===== config.mk =====
export PLATFORM = sky130hd
export DESIGN_NAME = acp_top
export DESIGN_NICKNAME = d
export VERILOG_FILES = /design/src/hw/acp_top.v /design/src/hw/acp_pair_ctrl.v /design/src/hw/acp_dmic_lane.v
export VERILOG_INCLUDE_DIRS = /design/src /design/src/hw
export SDC_FILE = /design/constraint.sdc
export NUM_CORES = 1
export LEC_CHECK = 0
export ABC_AREA = 1
export BUFFER_PORTS_ARGS = -buffer_cell sky130_fd_sc_hd__buf_2
export CAP_MARGIN = 10
export CORE_ASPECT_RATIO = 0.8
export CORE_MARGIN = 2
export CORE_UTILIZATION = 50
export CTS_BUF_LIST = sky130_fd_sc_hd__clkbuf_4 sky130_fd_sc_hd__clkbuf_8
export CTS_CLUSTER_SIZE = 16
export DETAILED_ROUTE_END_ITERATION = 8
export GPL_TIMING_DRIVEN = 0
export PLACE_DENSITY_LB_ADDON = 0.25
export SETUP_SLACK_MARGIN = 0.05
export SLEW_MARGIN = 40
export SYNTH_ARGS = -nofsm -noshare
export SYNTH_HDL_FRONTEND = slang
export SYNTH_SLANG_ARGS = --single-unit

===== constraint.sdc =====
create_clock -name aclk -period 1.4 [get_ports aclk]
set_input_delay 0.28 -clock aclk [delete_from_list [all_inputs] [get_ports aclk]]
set_output_delay 0.28 -clock aclk [all_outputs]
set_load 0.01 [all_outputs]

===== src/hw/acp_defs.vh =====
// Constants for the ADC pair input control block
// Assumes inclusion by bare name from files under hw/
`ifndef ACP_DEFS_VH
`define ACP_DEFS_VH
// Printed register indices (byte address is four times the index)
`define ACP_IDX_PAIR01 8'h1D
`define ACP_IDX_PAIR23 8'h1E
`define ACP_IDX_DECPWR 8'h1A
`define ACP_IDX_STATUS 8'h1B
// Reset values
`define ACP_RST_CTRL 8'h00
`define ACP_RST_DECPWR 8'h00
`define ACP_RST_HP 4'h1
// Writable bits
`define ACP_PAIR_MASK 8'h7F
`define ACP_DECPWR_MASK 8'h0F
// Field positions
`define ACP_HP_HI 6
`define ACP_HP_LO 5
`define ACP_POL_BIT 4
`define ACP_SWAP_BIT 3
`define ACP_SRC_BIT 2
`define ACP_EN_HI_BIT 1
`define ACP_EN_LO_BIT 0
// High-pass codes
`define ACP_HP_OFF 2'h0
`define ACP_HP_1HZ 2'h1
`define ACP_HP_4HZ 2'h2
`define ACP_HP_8HZ 2'h3
// AXI responses
`define ACP_RESP_OKAY 2'h0
`define ACP_RESP_SLVERR 2'h2
`endif


===== src/hw/acp_top.v =====
// ADC pair input control registers with AXI4-Lite slave
// Assumes one 20 MHz clock; mic pins asynchronous, synchronised here
// Operation
// - Pair registers at 0x1D and 0x1E, eight bits, R/W, reset zero, bit 7 reserved
// - Pair 0/1 bits 6:5 pick high-pass: off, 1 Hz, 4 Hz, 8 Hz
// - Pair 2/3 bits 6:5 use the same high-pass encoding
// - Bit 4 inverts digital microphone polarity for its pair
// - Bit 3 clear: left on rising mic clock edge, right on falling
// - Bit 3 set swaps left and right microphone channels
// - Bit 2 feeds decimators from microphones, else from analog converters
// - Bit 0 enables lower channel, bit 1 the higher channel
//
// The AXI4-Lite slave port was decided locally.
`timescale 1ns/100ps
`default_nettype none
`include "acp_defs.vh"
module acp_top (
  // Clock and reset
  input wire aclk,
  input wire aresetn,
  // AXI4-Lite write address
  input wire [9:0] s_axi_awaddr,
  input wire [2:0] s_axi_awprot,
  input wire s_axi_awvalid,
  output wire s_axi_awready,
  // AXI4-Lite write data
  input wire [31:0] s_axi_wdata,
  input wire [3:0] s_axi_wstrb,
  input wire s_axi_wvalid,
  output wire s_axi_wready,
  // AXI4-Lite write response
  output reg [1:0] s_axi_bresp,
  output reg s_axi_bvalid,
  input wire s_axi_bready,
  // AXI4-Lite read address
  input wire [9:0] s_axi_araddr,
  input wire [2:0] s_axi_arprot,
  input wire s_axi_arvalid,
  output wire s_axi_arready,
  // AXI4-Lite read data
  output reg [31:0] s_axi_rdata,
  output reg [1:0] s_axi_rresp,
  output reg s_axi_rvalid,
  input wire s_axi_rready,
  // Digital microphone pins
  input wire [1:0] mic_clk,
  input wire [1:0] mic_data,
  // Pair settings out
  output reg [3:0] hp_sel_a_q,
  output reg [3:0] hp_sel_b_q,
  output reg [1:0] decim_src_dmic_q,
  output reg [3:0] ch_active_q,
  // Microphone channel bits, four channels
  output wire [3:0] mic_bit,
  output wire [3:0] mic_vld
);
  ////////////////////////////////////////////////////////////////////////////
  // Register state
  reg [7:0] pair01_q;
  reg [7:0] pair23_q;
  reg [7:0] decpwr_q;
  reg aw_held_q;
  reg w_held_q;
  reg [9:0] aw_addr_q;
  reg [31:0] w_data_q;
  reg [3:0] w_strb_q;
  reg [7:0] pair01_d;
  reg [7:0] pair23_d;
  reg [7:0] decpwr_d;

  function [7:0] word_idx;
    input [9:0] addr;
    begin
      word_idx = addr[9:2];
    end
  endfunction

  function mapped;
    input [7:0] idx;
    begin
      mapped = (idx == `ACP_IDX_PAIR01) || (idx == `ACP_IDX_PAIR23) ||
               (idx == `ACP_IDX_DECPWR) || (idx == `ACP_IDX_STATUS);
    end
  endfunction

  function hit;
    input [7:0] idx;
    input [7:0] sel;
    begin
      hit = (idx == sel);
    end
  endfunction

  function [7:0] ctrl_byte;
    input [31:0] d;
    begin
      ctrl_byte = d[7:0] & `ACP_PAIR_MASK;
    end
  endfunction

  ////////////////////////////////////////////////////////////////////////////
  // Write channel
  wire [9:0] wr_addr;
  wire [31:0] wr_data;
  wire [3:0] wr_strb;
  wire wr_fire;
  wire [7:0] wr_idx;
  wire wr_byte0;
  wire wr_pair01;
  wire wr_pair23;
  wire wr_decpwr;
  wire [1:0] wr_resp;
  assign s_axi_awready = ~aw_held_q & ~s_axi_bvalid;
  assign s_axi_wready = ~w_held_q & ~s_axi_bvalid;
  assign wr_addr = aw_held_q ? aw_addr_q : s_axi_awaddr;
  assign wr_data = w_held_q ? w_data_q : s_axi_wdata;
  assign wr_strb = w_held_q ? w_strb_q : s_axi_wstrb;
  assign wr_fire = ~s_axi_bvalid & (aw_held_q | s_axi_awvalid) & (w_held_q | s_axi_wvalid);
  assign wr_idx = word_idx(wr_addr);
  assign wr_byte0 = wr_fire & wr_strb[0];
  assign wr_pair01 = wr_byte0 & hit(wr_idx, `ACP_IDX_PAIR01);
  assign wr_pair23 = wr_byte0 & hit(wr_idx, `ACP_IDX_PAIR23);
  assign wr_decpwr = wr_byte0 & hit(wr_idx, `ACP_IDX_DECPWR);
  assign wr_resp = mapped(wr_idx) ? `ACP_RESP_OKAY : `ACP_RESP_SLVERR;

  always @(posedge aclk) begin
    if (!aresetn) begin
      aw_held_q <= 1'b0;
      w_held_q <= 1'b0;
      aw_addr_q <= 10'h000;
      w_data_q <= 32'h00000000;
      w_strb_q <= 4'h0;
      s_axi_bvalid <= 1'b0;
      s_axi_bresp <= `ACP_RESP_OKAY;
    end else begin
      if (wr_fire) begin
        aw_held_q <= 1'b0;
        w_held_q <= 1'b0;
        s_axi_bvalid <= 1'b1;
        s_axi_bresp <= wr_resp;
      end else begin
        if (s_axi_awvalid & s_axi_awready) begin
          aw_held_q <= 1'b1;
          aw_addr_q <= s_axi_awaddr;
        end
        if (s_axi_wvalid & s_axi_wready) begin
          w_held_q <= 1'b1;
          w_data_q <= s_axi_wdata;
          w_strb_q <= s_axi_wstrb;
        end
        if (s_axi_bvalid & s_axi_bready) begin
          s_axi_bvalid <= 1'b0;
        end
      end
    end
  end

  ////////////////////////////////////////////////////////////////////////////
  // Control registers, bit 7 reserved and held at zero
  always @* begin
    pair01_d = pair01_q;
    pair23_d = pair23_q;
    decpwr_d = decpwr_q;
    if (wr_pair01) begin
      pair01_d = ctrl_byte(wr_data);
    end
    if (wr_pair23) begin
      pair23_d = ctrl_byte(wr_data);
    end
    if (wr_decpwr) begin
      decpwr_d = wr_data[7:0] & `ACP_DECPWR_MASK;
    end
  end

  always @(posedge aclk) begin
    if (!aresetn) begin
      pair01_q <= `ACP_RST_CTRL;
      pair23_q <= `ACP_RST_CTRL;
      decpwr_q <= `ACP_RST_DECPWR;
    end else begin
      pair01_q <= pair01_d;
      pair23_q <= pair23_d;
      decpwr_q <= decpwr_d;
    end
  end

  ////////////////////////////////////////////////////////////////////////////
  // Pair decode
  wire [3:0] hp_a;
  wire [3:0] hp_b;
  wire [1:0] pol;
  wire [1:0] swap;
  wire [1:0] src;
  wire [3:0] act;

  acp_pair_ctrl u_pair_a (
    .ctrl(pair01_q),
    .sinc_en(decpwr_q[1:0]),
    .hp_onehot(hp_a),
    .pol_invert(pol[0]),
    .lr_swap(swap[0]),
    .src_dmic(src[0]),
    .ch_active(act[1:0])
  );

  acp_pair_ctrl u_pair_b (
    .ctrl(pair23_q),
    .sinc_en(decpwr_q[3:2]),
    .hp_onehot(hp_b),
    .pol_invert(pol[1]),
    .lr_swap(swap[1]),
    .src_dmic(src[1]),
    .ch_active(act[3:2])
  );

  always @(posedge aclk) begin
    if (!aresetn) begin
      hp_sel_a_q <= `ACP_RST_HP;
      hp_sel_b_q <= `ACP_RST_HP;
      decim_src_dmic_q <= 2'h0;
      ch_active_q <= 4'h0;
    end else begin
      hp_sel_a_q <= hp_a;
      hp_sel_b_q <= hp_b;
      decim_src_dmic_q <= src;
      ch_active_q <= act;
    end
  end

  ////////////////////////////////////////////////////////////////////////////
  // Microphone synchronisers and lanes
  reg [1:0] mclk_m_q;
  reg [1:0] mclk_s_q;
  reg [1:0] mdat_m_q;
  reg [1:0] mdat_s_q;
  always @(posedge aclk) begin
    if (!aresetn) begin
      mclk_m_q <= 2'h0;
      mclk_s_q <= 2'h0;
      mdat_m_q <= 2'h0;
      mdat_s_q <= 2'h0;
    end else begin
      mclk_m_q <= mic_clk;
      mclk_s_q <= mclk_m_q;
      mdat_m_q <= mic_data;
      mdat_s_q <= mdat_m_q;
    end
  end

  genvar gi;
  generate
    for (gi = 0; gi < 2; gi = gi + 1) begin : g_lane
      acp_dmic_lane u_lane (
        .aclk(aclk),
        .aresetn(aresetn),
        .lr_swap(swap[gi]),
        .pol_invert(pol[gi]),
        .ch_active(act[2*gi+1:2*gi]),
        .mic_clk_s(mclk_s_q[gi]),
        .mic_data_s(mdat_s_q[gi]),
        .left_bit_q(mic_bit[2*gi]),
        .right_bit_q(mic_bit[2*gi+1]),
        .left_vld_q(mic_vld[2*gi]),
        .right_vld_q(mic_vld[2*gi+1])
      );
    end
  endgenerate

  ////////////////////////////////////////////////////////////////////////////
  // Read channel
  wire [7:0] rd_idx;
  reg [7:0] rd_byte;
  wire [7:0] status_byte;
  wire [1:0] rd_resp;
  assign s_axi_arready = ~s_axi_rvalid;
  assign rd_idx = word_idx(s_axi_araddr);
  assign status_byte = {2'h0, src, act};
  assign rd_resp = mapped(rd_idx) ? `ACP_RESP_OKAY : `ACP_RESP_SLVERR;

  always @* begin
    case (rd_idx)
      `ACP_IDX_PAIR01: rd_byte = pair01_q;
      `ACP_IDX_PAIR23: rd_byte = pair23_q;
      `ACP_IDX_DECPWR: rd_byte = decpwr_q;
      `ACP_IDX_STATUS: rd_byte = status_byte;
      default: rd_byte = 8'h00;
    endcase
  end

  always @(posedge aclk) begin
    if (!aresetn) begin
      s_axi_rvalid <= 1'b0;
      s_axi_rdata <= 32'h00000000;
      s_axi_rresp <= `ACP_RESP_OKAY;
    end else begin
      if (s_axi_arvalid & s_axi_arready) begin
        s_axi_rvalid <= 1'b1;
        s_axi_rdata <= {24'h000000, rd_byte};
        s_axi_rresp <= rd_resp;
      end else if (s_axi_rvalid & s_axi_rready) begin
        s_axi_rvalid <= 1'b0;
      end
    end
  end
endmodule // acp_top
`default_nettype wire


===== src/hw/acp_pair_ctrl.v =====
// One channel pair: decodes a control byte into pair settings
// Assumes a register byte from the bus slave and sinc enables from outside
`timescale 1ns/100ps
`default_nettype none
`include "acp_defs.vh"
module acp_pair_ctrl (
  // Control byte and decimator enables
  input wire [7:0] ctrl,
  input wire [1:0] sinc_en,
  // Pair settings
  output wire [3:0] hp_onehot,
  output wire pol_invert,
  output wire lr_swap,
  output wire src_dmic,
  output wire [1:0] ch_active
);
  wire [1:0] hp_sel;
  assign hp_sel = ctrl[`ACP_HP_HI:`ACP_HP_LO];
  // Bypass, 1 Hz, 4 Hz, 8 Hz corners
  assign hp_onehot[0] = (hp_sel == `ACP_HP_OFF);
  assign hp_onehot[1] = (hp_sel == `ACP_HP_1HZ);
  assign hp_onehot[2] = (hp_sel == `ACP_HP_4HZ);
  assign hp_onehot[3] = (hp_sel == `ACP_HP_8HZ);
  assign pol_invert = ctrl[`ACP_POL_BIT];
  assign lr_swap = ctrl[`ACP_SWAP_BIT];
  assign src_dmic = ctrl[`ACP_SRC_BIT];
  // Channel fully on only with both enables
  assign ch_active[0] = ctrl[`ACP_EN_LO_BIT] & sinc_en[0];
  assign ch_active[1] = ctrl[`ACP_EN_HI_BIT] & sinc_en[1];
endmodule // acp_pair_ctrl
`default_nettype wire


===== src/hw/acp_dmic_lane.v =====
// One digital microphone lane: edge select, swap, polarity
// Assumes synchronised mic clock and data levels on aclk
`timescale 1ns/100ps
`default_nettype none
module acp_dmic_lane (
  // Clock and reset
  input wire aclk,
  input wire aresetn,
  // Pair settings
  input wire lr_swap,
  input wire pol_invert,
  input wire [1:0] ch_active,
  // Synchronised microphone inputs
  input wire mic_clk_s,
  input wire mic_data_s,
  // Decoded bits
  output reg left_bit_q,
  output reg right_bit_q,
  output reg left_vld_q,
  output reg right_vld_q
);
  reg clk_prev_q;
  wire rise;
  wire fall;
  wire bit_val;
  wire take_left;
  wire take_right;
  assign rise = mic_clk_s & ~clk_prev_q;
  assign fall = ~mic_clk_s & clk_prev_q;
  assign bit_val = mic_data_s ^ pol_invert;
  // Left on rising edge unless swapped
  assign take_left = lr_swap ? fall : rise;
  assign take_right = lr_swap ? rise : fall;
  always @(posedge aclk) begin
    if (!aresetn) begin
      clk_prev_q <= 1'b0;
      left_bit_q <= 1'b0;
      right_bit_q <= 1'b0;
      left_vld_q <= 1'b0;
      right_vld_q <= 1'b0;
    end else begin
      clk_prev_q <= mic_clk_s;
      left_vld_q <= take_left & ch_active[0];
      right_vld_q <= take_right & ch_active[1];
      if (take_left) begin
        left_bit_q <= bit_val;
      end
      if (take_right) begin
        right_bit_q <= bit_val;
      end
    end
  end
endmodule // acp_dmic_lane
`default_nettype wire


== Word level (Yosys, flattened, before mapping) ==
Cells that the tools add are included.
Widths: inputs -> output; s select.

* Output and inout port bits: 63
* Input port bits: 73
* Register bits: 84

* Reductions and logical operators: 13
* Bitwise operators: 39
* Mux-type cells: 14
* Eq/ne operators: 14

{| class="wikitable"
|+ Operators with widths
! operator !! number
|-
| $eq 8x5->1 const B || 8
|-
| $pmux 7 s4 || 1
|-
| $and 1x1->1 || 25
|-
| $mux 10 || 1
|-
| $not 1->1 || 10
|-
| $mux 1 || 9
|-
| $eq 2x2->1 const B || 4
|-
| $mux 7 || 1
|-
| $logic_or 1x1->1 || 6
|-
| $eq 2x1->1 const B || 2
|-
| $logic_not 2->1 || 2
|-
| $mux 2 || 2
|-
| $reduce_and 2->1 || 2
|-
| $reduce_bool 2->1 || 2
|-
| $or 1x1->1 || 2
|-
| $reduce_or 2->1 || 1
|-
| $xor 1x1->1 || 2
|}

== Longest topological paths before layout ==
Gate-level depths: netlist of run 1.

* Word-level depth: 6
* Mapped depth: 11
* Mapped depth without buffers: 10

== Hierarchy ==
Synthesis of run 1 repeated with hierarchy kept, for this count alone.

* Cell total of the unflattened synthesis: 518
* Area total of the unflattened synthesis: 3,671.0 um^2

{| class="wikitable"
|+ By module, submodules not included
! module !! cells each !! times used !! area an instance (um^2) !! sequential area each (um^2)
|-
| acp_top || 424 || 1 || 3,108.0 || 1,381.3
|-
| acp_dmic_lane || 33 || 2 || 217.7 || 100.1
|-
| acp_pair_ctrl || 14 || 2 || 63.8 || 0.0
|}

== Worst setup path before layout of run 1 ==
Ideal clock, no wire load.

* Path type: register -> register
* Start point: register w_held_q
* End point: register w_data_q[6]
* Slack: 0.019 ns
* Data arrival time: 1.261 ns
* Cell stages (with the launch flop): 7
* Cells stage by stage: dfxtp_1 > buf_2 > nor2_1 > nand3_1 > buf_4 > o21ai_0 > a21oi_1

* Longest elaborated chain between the ends: 4

{| class="wikitable"
|+ RTL lines
! element !! RTL line !! RTL
|-
| from (decl) || acp_top.v:63 || <nowiki>reg w_held_q;</nowiki>
|-
| from (signal assigned) || acp_top.v:129 || <nowiki>w_held_q <= 1'b0;</nowiki>
|-
| from (signal assigned) || acp_top.v:138 || <nowiki>w_held_q <= 1'b0;</nowiki>
|-
| from (signal assigned) || acp_top.v:147 || <nowiki>w_held_q <= 1'b1;</nowiki>
|-
| $not 1->1 || acp_top.v:114 || <nowiki>assign s_axi_wready = ~w_held_q & ~s_axi_bvalid;</nowiki>
|-
| $and 1x1->1 || acp_top.v:114 ||
|-
| net s_axi_wready || acp_top.v:30 || <nowiki>output wire s_axi_wready,</nowiki>
|-
| $and 1x1->1 || acp_top.v:146 || <nowiki>if (s_axi_wvalid & s_axi_wready) begin</nowiki>
|-
| $reduce_and 2->1 (no source line) || n/a ||
|-
| to (signal assigned) || acp_top.v:148 || <nowiki>w_data_q <= s_axi_wdata;</nowiki>
|-
| to (decl) || acp_top.v:65 || <nowiki>reg [31:0] w_data_q;</nowiki>
|}

The timed path passes the listed nets, and every way through them passes these cells.
A chain may end at the register's enable or synchronous reset.

== Final worst setup path of run 1 ==
* Start point: register aw_held_q
* End point: register pair01_q[2]

* Longest elaborated chain between the ends: 5

{| class="wikitable"
|+ RTL lines
! element !! RTL line !! RTL
|-
| from (decl) || acp_top.v:62 || <nowiki>reg aw_held_q;</nowiki>
|-
| from (signal assigned) || acp_top.v:128 || <nowiki>aw_held_q <= 1'b0;</nowiki>
|-
| from (signal assigned) || acp_top.v:137 || <nowiki>aw_held_q <= 1'b0;</nowiki>
|-
| from (signal assigned) || acp_top.v:143 || <nowiki>aw_held_q <= 1'b1;</nowiki>
|-
| $or 1x1->1 || acp_top.v:118 || <nowiki>assign wr_fire = ~s_axi_bvalid & (aw_held_q | s_axi_awvalid) & (w_held_q | s_axi_wvalid);</nowiki>
|-
| $and 1x1->1 (2 in series) || acp_top.v:118 ||
|-
| $and 1x1->1 || acp_top.v:120 || <nowiki>assign wr_byte0 = wr_fire & wr_strb[0];</nowiki>
|-
| $and 1x1->1 * || acp_top.v:121 || <nowiki>assign wr_pair01 = wr_byte0 & hit(wr_idx, `ACP_IDX_PAIR01);</nowiki>
|-
| to (signal assigned) || acp_top.v:177 || <nowiki>pair01_q <= `ACP_RST_CTRL;</nowiki>
|-
| to (signal assigned) || acp_top.v:181 || <nowiki>pair01_q <= pair01_d;</nowiki>
|-
| to (decl) || acp_top.v:59 || <nowiki>reg [7:0] pair01_q;</nowiki>
|}

Every way passes the cells marked *; elsewhere a longest branch is shown, timed or not.

==> results.json, run 1 <==
{
  "antenna_cells": 0,
  "seq_area_mm2": 0.00158,
  "rows": 27,
  "insertion_delay_ns": 0.36,
  "synth_area_mm2": 0.00356,
  "synth_edf_count": 0,
  "status": "finished with violations",
  "clock.fmax_mhz": 680,
  "clock-root-buffer": "clkbuf_8",
  "post-dp-hpwl_um": 5990,
  "yosysTopAreaCellShare": 0.444,
  "synth_commonest_cells": "nand2_1 (99), dfxtp_1 (79), inv_1 (55)",
  "synthCells": 483,
  "ant_nets": 0,
  "routabilityCongestion": 0.822,
  "async_flop_share": 0,
  "cp.arrival_ns": 1.76,
  "grt_pass1_wl_um": 13400,
  "synth_warnings": 0,
  "cp-start-kind": "flip-flop",
  "final_core_util": 0.672,
  "synth_top_cells_by_area": "dfxtp_1 (44%), nand2_1 (10%), buf_4 (7.8%)",
  "cts.path.max_buffers": 2,
  "p_per_area_mw_per_mm2": 1060,
  "portBuffers": 69,
  "cts_made_buffers": 9,
  "pwr-share-comb": 0.163,
  "dieArea_mm2": 0.00782,
  "post-route-drc-count": 0,
  "swShare": 0.281,
  "crit_path_max_fanout": 8,
  "die_h_um": 79.5,
  "min_path_type": "in2reg",
  "min_period_ns": 1.47,
  "synth_cell_types": 27,
  "drtPass1Iterations": 6,
  "multi_input_comb_area_mm2": 0.00163,
  "h-tree-depth": 3,
  "setup.worst_path.end_class": "flip-flop",
  "setup_ws_ns": -0.0715,
  "final-setup-viol-count": 26,
  "p_clk_frac": 0.355,
  "antenna_found_initial": 0,
  "drt_iter0_drc": 205,
  "drive_above_1_share": 0.304,
  "pwr-share-seq": 0.482,
  "fin_skew_ns": 0.00807,
  "grt_remaining_overflow": 0,
  "cts-hold-fix-buffers": 0,
  "path_class": "reg2reg",
  "via_count": 3406,
  "drv_slew": 0,
  "nNetsFinal": 680,
  "grt_pass1_vias": 2951,
  "core_mm2": 0.00689,
  "hold_violations": 0,
  "required_ns": 1.69,
  "synth_area_leader_cell": "dfxtp_1",
  "ir_drop_mv": 0.722,
  "total_power_uw": 4930,
  "wirelength_um": 8620,
  "p_sw_uw": 1390,
  "grt_max_degree": 15,
  "period_share": 1.05,
  "worst_pin_slew_ns": 0.564,
  "cts_tree": "built",
  "track_usage": 0.214,
  "final_cells": 699,
  "die_x_um": 98.4,
  "ys.flop_type": "dfxtp_1",
  "p_int_uw": 3550,
  "clock-sinks": 79,
  "final_area_mm2": 0.00463,
  "synth.avg_cell_area_um2": 7.38,
  "failed_checks": "negative setup slack",
  "wl_per_cell_um": 12.3,
  "path_clk_slew_ns": 0.08,
  "leakagePower_uw": 0.00224,
  "ys_seq_area_frac": 0.444,
  "synth-seq-cells": 79,
  "synth_most_common_cell": "nand2_1",
  "cap_violations": 0,
  "areaGrowthSynthToFinish_pct": 30.0,
  "start_util": 0.517,
  "top_level_ports": 136,
  "dp.cells": 665,
  "postPlaceCellArea_mm2": 0.00412,
  "slew_headroom": 0.623,
  "via_per_inst": 4.87,
  "nFillCells": 619,
  "rsz0062_at_grt": "yes"
}
==> power by group through the flow <==
| stage | clock, uW | sequential, uW | combinational (uW) |
|---|---|---|---|
| final | 1750 | 2380 | 803 |
| after global routing | 1850 | 2390 | 880 |
| after CTS | 1770 | 2370 | 707 |
| after detailed placement | 0 | 2430 | 645 |
| after global placement | 0 | 2420 | 630 |
| after floorplan | 0 | 2420 | 468 |
==> per-stage QoR <==
step | hold slack, ns | setup WS, ns | setup TNS [ns]
finish | 0.104 | -0.0715 | -1.12
global route | 0.123 | -0.143 | -3.08
CTS | 0.103 | -0.0547 | -0.286
detailed placement | 0.396 | -0.119 | -2.33
global placement | 0.393 | -0.111 | -2.12
floorplan | 0.378 | 0.0585 | 0
==> worst max-delay path, cell delays in order, from the launching register on <==
cell and delay (ns):
dfxtp_2 0.35, buf_6 0.13, inv_6 0.05, o21ai_0 0.17, nand2_1 0.11, nor2_4 0.18
buf_12 0.14, nand4_1 0.11, a21oi_2 0.16
==> cell type report <==
type,instances,area share
flip-flops and latches,79,0.342
inverters,58,0.0489
clock buffers,10,0.0297
repair inverters,1,0.00108
well taps,87,0.0235
multi-input cells,321,0.351
repair buffers,86,0.110
clock inverters,6,0.0151
plain buffers,51,0.0791
==> cell families after synthesis <==
family | after synthesis | share of synthesized area
XOR/XNOR | 2 | 0.00492
AND/OR/NAND/NOR | 203 | 0.264
other | 1 | 0.00105
flip-flops | 79 | 0.444
AO/OA/AOI/OAI | 89 | 0.126
buffers and inverters | 109 | 0.160
==> per-layer routing <==
| metal | up-vias | wire [um] | GRT usage |
|---|---|---|---|
| met5 | - | 0 | 0 |
| met4 | 0 | 73 | 0.0534 |
| met3 | 10 | 628 | 0.0569 |
| met2 | 129 | 3940 | 0.349 |
| met1 | 1523 | 3980 | 0.284 |
| li1 | 1744 | - | - |
==> path summary, 6_finish.rpt <==
check / from / to / slack [ns] / cells past startpoint
max: aw_held_q / pair01_q[2] / -0.07 / 8
min: mic_data[1] / mdat_m_q[1] / 0.10 / 3
min reg2reg: mdat_m_q[1] / mdat_s_q[1] / 0.42 / 2
max reg2reg: aw_held_q / pair01_q[2] / -0.07 / 8
==> state kept, by name, indices dropped and copies added, names as in the netlist, 4 cells and up <==
signal	cells
aw_addr_q	8
s_axi_rdata	7
pair23_q	7
pair01_q	7
hp_sel_b_q	4
decpwr_q	4
hp_sel_a_q	4
ch_active_q	4
w_data_q	7
==> placed cells by master, fill, tap and decap left out, drive strengths merged <==
master    instances
buf             130
nand2           102
dfxtp            79
inv              57
o21ai            45
a21oi            42
nor2             42
nand3            32
conb             27
clkbuf           17
nand4            16
nor3              6
nand3b            5
clkinv            5
o21a              2
xor2              2
clkinvlp          2
bufinv            1
==> timing repair <==
action,CTS,global route
buffers inserted,8,7
setup endpoints to repair,37,42
pin swaps,8,16
resized for setup,14,37
cloned,1,2
No activity file was read; power rests on OpenSTA's default activity.
==> inputs of run 2 (changes only) <==
--- a/config.mk
+++ b/config.mk
@@ -21,4 +21,5 @@
 export SLEW_MARGIN = 40
 export SYNTH_ARGS = -nofsm -noshare
 export SYNTH_HDL_FRONTEND = slang
+export SYNTH_HIERARCHICAL = 1
 export SYNTH_SLANG_ARGS = --single-unit
==> run 2 against run 1 <==
The run still ends with negative setup slack left. Critical path depth did not move. Hold slack improved by 0.0018 ns. Combinational power rose by 6.2%. Largest cell class unchanged. Worst setup slack improved by 0.011 ns. Routed wire length rose by 8.1%. Highest routed layer unchanged. Clock-buffer cell count did not move. Register-to-register slack barely moved. Cell area rose by 3.8%. Sequential power barely moved. First-iteration DRC count rose by 38%. Via count rose by 6.3%.
==> results.json, run 2 <==
{
  "synth_area_mm2": 0.00367,
  "status": "finished with violations",
  "ant_nets": 0,
  "min_path_type": "in2reg",
  "hold_violations": 0,
  "portBuffers": 70,
  "cap_violations": 0,
  "synth.avg_cell_area_um2": 7.09,
  "ys_seq_area_frac": 0.431,
  "drt_iter0_drc": 283,
  "min_path_cells": 3,
  "h-tree-depth": 3,
  "failed_checks": "negative setup slack",
  "leakagePower_uw": 0.00240,
  "wl_per_cell_um": 12.7,
  "cts-hold-fix-buffers": 0,
  "grt_max_degree": 20,
  "cp-start-kind": "flip-flop",
  "via_count": 3620,
  "nNetsFinal": 717,
  "drtPass1Iterations": 4,
  "grt_pass1_vias": 3206,
  "clock-sinks": 79,
  "setup_tns_ns": -0.198,
  "antenna_cells": 0,
  "min_period_ns": 1.46,
  "synthCells": 518,
  "worst_pin_slew_ns": 0.601,
  "cts.path.max_buffers": 2,
  "synth_warnings": 6,
  "ys.flop_type": "dfxtp_1",
  "synth_top_cells_by_area": "dfxtp_1 (43%), nand2_1 (12%), inv_1 (7.8%)",
  "fin_skew_ns": 0.00953,
  "core_mm2": 0.00699,
  "die_x_um": 99.8,
  "cpMaxStageDelayCell": "dfxtp_4",
  "clock-root-buffer": "clkbuf_8",
  "final-setup-viol-count": 12,
  "start_util": 0.525,
  "synth-seq-cells": 79,
  "yosysTopAreaCellShare": 0.431,
  "areaGrowthSynthToFinish_pct": 31.0,
  "dieArea_mm2": 0.00805,
  "ir_drop_mv": 0.588,
  "routabilityCongestion": 0.815,
  "hold_ws_ns": 0.106,
  "rr_worst_depth": 8,
  "drive_above_1_share": 0.296,
  "cts_tree": "built",
  "largest-register": "aw_addr_q",
  "crit_path_max_fanout": 5,
  "clock.fmax_mhz": 684,
  "final_core_util": 0.688,
  "cp.arrival_ns": 1.74,
  "final_area_mm2": 0.00481,
  "synth_area_leader_cell": "dfxtp_1",
  "async_flop_share": 0,
  "cts_made_buffers": 9,
  "setup.worst_path.end_class": "flip-flop",
  "period_share": 1.04,
  "final_cell_mix": "nand2_1 (107), dfxtp_1 (76), inv_1 (75)",
  "max_stage_delay_ns": 0.39,
  "required_ns": 1.68,
  "track_usage": 0.227,
  "total_power_uw": 4770,
  "antenna_found_initial": 0,
  "largest_reg_flops": 8,
  "worstPathCellList": "buf_6 > nand2_2 > nand2_2 > nand2_4 > nor2_4 > buf_6 > nand4_1 > a21oi_1",
  "insertion_delay_ns": 0.35,
  "synth_edf_count": 0,
  "post-route-drc-count": 0,
  "grt_remaining_overflow": 0,
  "rows": 27,
  "die_h_um": 80.6,
  "slew_headroom": 0.599,
  "grt_pass1_wl_um": 14500,
  "layout_commonest_cell": "nand2_1",
  "post-dp-hpwl_um": 6140,
  "path_class": "reg2reg",
  "rsz0062_at_grt": "yes",
  "path_clk_slew_ns": 0.08,
  "synth_cell_types": 24,
  "wirelength_um": 9320,
  "top_level_ports": 136,
  "p_per_area_mw_per_mm2": 993,
  "drv_slew": 0,
  "synth_commonest_cells": "nand2_1 (118), dfxtp_1 (79), inv_1 (76)",
  "postPlaceCellArea_mm2": 0.00423,
  "setup_ws_ns": -0.0610,
  "via_per_inst": 4.92,
  "synth_most_common_cell": "nand2_1"
}
## run 2: cell count changes after synthesis, moves of 5 or more
cell	delta
inv_1	+21
a21oi_1	+8
nor2_1	-5
nand2_1	+19
o21ai_0	-14
nand3_1	+13
nor3_1	-6
## run 2: layout make-up
cell class,count,area [um^2]
Sequential cell,79,1590
Timing Repair Buffer,90,562
Buffer,48,355
Clock inverter,6,43.8
Tap cell,87,109
Clock buffer,10,138
Fill cell,575,2180
Multi-Input combinational cell,338,1710
Inverter,78,302
## run 2: metal layers
| metal | vias up | global-route usage | routed length [um] |
|---|---|---|---|
| li1 | 1840 | - | - |
| met1 | 1615 | 0.284 | 4180 |
| met2 | 147 | 0.384 | 4330 |
| met3 | 18 | 0.0644 | 633 |
| met4 | 0 | 0.0671 | 180 |
| met5 | - | 0 | 0 |
## run 2: critical path, delay by kind of cell, from the launching register on
| kind | cells | cell delay, ns |
|---|---|---|
| buffers and inverters | 2 | 0.27 |
| AND/OR/NAND/NOR | 5 | 0.54 |
| flip-flops | 1 | 0.39 |
| AO/OA/AOI/OAI | 1 | 0.18 |
## run 2: repair_timing
item	4_1_cts	5_1_grt
buffers inserted	11	5
pin swaps	14	21
setup endpoints to repair	35	40
cloned	3	1
gates resized for setup	30	37
## run 2: where the power goes
| group | internal, uW | total (uW) | leakage (uW) | switching, uW |
|---|---|---|---|---|
| Clock | 697 | 1550 | 0.0000926 | 848 |
| Combinational | 358 | 853 | 0.00166 | 495 |
| Sequential | 2330 | 2380 | 0.000644 | 47.3 |
| Total | 3380 | 4770 | 0.00240 | 1390 |
## run 2: logic make-up after synthesis
family / Yosys count / share of synthesized area
flip-flops: 79 / 0.431
buffers and inverters: 127 / 0.172
AO/OA/AOI/OAI: 87 / 0.120
other: 1 / 0.00102
AND/OR/NAND/NOR: 224 / 0.276
## run 2: final timing paths
| path | slack [ns] | to | from |
|---|---|---|---|
| worst min register to register | 0.41 | mclk_s_q[1] | mclk_m_q[1] |
| worst max-delay path | -0.06 | pair23_q[4] | aw_held_q |
| worst min-delay path | 0.11 | mdat_m_q[0] | mic_data[0] |
| worst max register to register | -0.06 | pair23_q[4] | aw_held_q |
## run 2: metrics by stage
step                      setup slack [ns]  std cells
after floorplan                      0.102        544
after global placement              -0.411        701
after detailed placement            -0.412        701
after CTS                          0.00810        730
after global routing                -0.122        736
final                              -0.0610        736
==> inputs of run 3 (changes only) <==
--- a/config.mk
+++ b/config.mk
@@ -6,12 +6,12 @@
 export SDC_FILE = /design/constraint.sdc
 export NUM_CORES = 1
 export LEC_CHECK = 0
-export ABC_AREA = 1
+export ABC_AREA = 0
 export BUFFER_PORTS_ARGS = -buffer_cell sky130_fd_sc_hd__buf_2
 export CAP_MARGIN = 10
 export CORE_ASPECT_RATIO = 0.8
 export CORE_MARGIN = 2
-export CORE_UTILIZATION = 50
+export CORE_UTILIZATION = 33
 export CTS_BUF_LIST = sky130_fd_sc_hd__clkbuf_4 sky130_fd_sc_hd__clkbuf_8
 export CTS_CLUSTER_SIZE = 16
 export DETAILED_ROUTE_END_ITERATION = 8
==> run 3 against run 2 <==
The run still ends with negative setup slack left. Hold slack better by 0.013 ns. Flip-flop and latch count unchanged. Fmax down 26%. Clock power up 25%. Core utilization down 25 points. Register-to-register slack worse by 0.52 ns. Critical path type unchanged. Critical endpoint is now pair23_q[2]. Largest cell class unchanged. Largest power group unchanged.
==> results.json, run 3 <==
{
  "final_cell_mix": "dfxtp_1 (75), buf_2 (69), nand2_1 (43)",
  "crit_path_max_fanout": 7,
  "ir_drop_mv": 0.506,
  "synth_top_cells_by_area": "dfxtp_1 (45%), mux2i_1 (11%), buf_4 (7.0%)",
  "synth_warnings": 6,
  "min_path_cells": 2,
  "cts_made_buffers": 9,
  "core_mm2": 0.0103,
  "largest_reg_flops": 8,
  "failed_checks": "negative setup slack",
  "final_core_util": 0.442,
  "track_usage": 0.147,
  "grt_max_degree": 16,
  "synth_commonest_cells": "dfxtp_1 (79), nand2_1 (44), mux2i_1 (38)",
  "die_x_um": 120,
  "clock-sinks": 79,
  "rsz0062_at_grt": "yes",
  "synth_area_leader_cell": "dfxtp_1",
  "layout_commonest_cell": "dfxtp_1",
  "dp.cells": 599,
  "final-setup-viol-count": 20,
  "cap_violations": 0,
  "rows": 33,
  "antenna_found_initial": 1,
  "min_period_ns": 1.98,
  "hold_violations": 0,
  "max_stage_delay_ns": 0.51,
  "path_clk_slew_ns": 0.09,
  "synth_cell_types": 41,
  "worst-path-buf-inv": 1,
  "areaGrowthSynthToFinish_pct": 29.1,
  "antenna_cells": 0,
  "setup_tns_ns": -8.84,
  "drv_slew": 0,
  "worstReg2RegStart": "aw_addr_q[8]",
  "path_class": "reg2reg",
  "leakagePower_uw": 0.00223,
  "critPathTopFamily": "simple AND/OR/NAND/NOR gates",
  "synth_most_common_cell": "dfxtp_1",
  "grt_remaining_overflow": 0,
  "post-route-drc-count": 0,
  "ys.flop_type": "dfxtp_1",
  "die_h_um": 96.6,
  "insertion_delay_ns": 0.36,
  "synth-seq-cells": 79,
  "drive_above_1_share": 0.349,
  "clock.fmax_mhz": 505,
  "routabilityCongestion": 0.772,
  "final_cells": 624,
  "clock-root-buffer": "clkbuf_8",
  "synthCells": 365,
  "hp-start": "mic_data[0]",
  "async_flop_share": 0,
  "cp_num_cells": 6,
  "largest-register": "aw_addr_q",
  "min_path_type": "in2reg",
  "nFillCells": 1018,
  "nNetsFinal": 552,
  "setup_ws_ns": -0.582,
  "worstPathCellList": "or4bb_1 > o22ai_2 > nand4_1 > or3b_1 > buf_6 > mux2i_1",
  "cp.arrival_ns": 2.22,
  "top_level_ports": 136,
  "r2r-end": "pair23_q[2]",
  "via_per_inst": 4.40,
  "rrSetupSlack_ns": -0.58,
  "synth_area_mm2": 0.00353,
  "grt_pass1_vias": 2658,
  "status": "finished with violations",
  "multi_input_comb_area_mm2": 0.00174,
  "setup.worst_path.end_class": "flip-flop",
  "p_per_area_mw_per_mm2": 1060,
  "cp-start-kind": "flip-flop",
  "seq_area_mm2": 0.00159,
  "required_ns": 1.64,
  "start_util": 0.342,
  "synth_edf_count": 0,
  "via_count": 2748,
  "ys_seq_area_frac": 0.448,
  "hold_ws_ns": 0.120,
  "drtPass1Iterations": 4,
  "h-tree-depth": 3,
  "ant_nets": 0,
  "portBuffers": 68,
  "cts.path.max_buffers": 2,
  "cpMaxStageDelayCell": "or4bb_1",
  "wl_per_cell_um": 13.0,
  "hold_path_end": "mdat_m_q[0]",
  "drt_iter0_drc": 136,
  "cts-hold-fix-buffers": 0,
  "yosysTopAreaCellShare": 0.448,
  "post-dp-hpwl_um": 6000,
  "total_power_uw": 4840,
  "period_share": 1.42,
  "rr_worst_depth": 6,
  "cts_tree": "built",
  "synth.avg_cell_area_um2": 9.68,
  "dieArea_mm2": 0.0116,
  "fin_skew_ns": 0.0112,
  "wirelength_um": 8100,
  "grt_pass1_wl_um": 13000
}
[run 3: changes by cell type after synthesis, moves of 14 or more]
cell / previous run / this run
nand2_1: 118 / 44
inv_1: 76 / 7
a21oi_1: 50 / 4
nand3_1: 43 / 0
mux2i_1: 0 / 38
nor2b_1: 0 / 29
and2_1: 0 / 27
o21ai_0: 31 / 5
nor2_1: 32 / 12
nand4_1: 16 / 1
mux2_2: 0 / 14
[run 3: worst max-delay path by stage]
stage / start / to
after floorplan: aw_addr_q[7] / pair23_q[0]
after global placement: s_axi_awaddr[7] / pair23_q[0]
after detailed placement: s_axi_awaddr[7] / pair23_q[0]
after CTS: aw_addr_q[8] / pair23_q[2]
after global routing: aw_addr_q[6] / pair23_q[2]
final: aw_addr_q[8] / pair23_q[2]
[run 3: cells by family after synthesis]
group	count (synthesis)	synth area share
buf+inv	58	0.0995
other cells	1	0.00106
simple gates	133	0.206
compound gates	37	0.0811
xor+xnor	5	0.0124
flops	79	0.448
mux	52	0.152
[run 3: worst register-to-register path: stages, from the launching register on]
cell	delay, ns
dfxtp_1	0.31
or4bb_1	0.51
o22ai_2	0.20
nand4_1	0.15
or3b_1	0.42
buf_6	0.16
mux2i_1	0.12
[run 3: where the power goes]
group          switching [uW]  leakage (uW)  total, uW  internal (uW)
Combinational             285       0.00148        559            275
Sequential               36.0      0.000642       2340           2300
Clock                     883      0.000109       1940           1060
Total                    1200       0.00223       4840           3640
[run 3: timing repair]
action | 4_1_cts | 5_1_grt
setup buffers | 4 | 4
pin swaps | 8 | 3
setup endpoints to repair | 47 | 52
resized for setup | 14 | 19
gates cloned | 1 | 0
[run 3: per-stage QoR]
stage	instance area (um^2)	setup slack [ns]
after floorplan	3670	-0.401
final	4560	-0.582
after global routing	4560	-0.681
after global placement	4180	-0.586
after CTS	4500	-0.587
after detailed placement	4180	-0.616
[run 3: area by class of cell]
type | count | area share
sequential | 79 | 0.348
tap | 140 | 0.0384
multi-input combinational | 254 | 0.382
buffer | 51 | 0.0850
timing repair buffer | 77 | 0.0902
clock inverter | 6 | 0.0203
clock buffer | 10 | 0.0302
inverter | 7 | 0.00576
[run 3: routing by layer]
metal,wire (um),track usage
met5,0,0
met4,138,0.0588
met1,3860,0.182
met3,434,0.0458
met2,3670,0.241
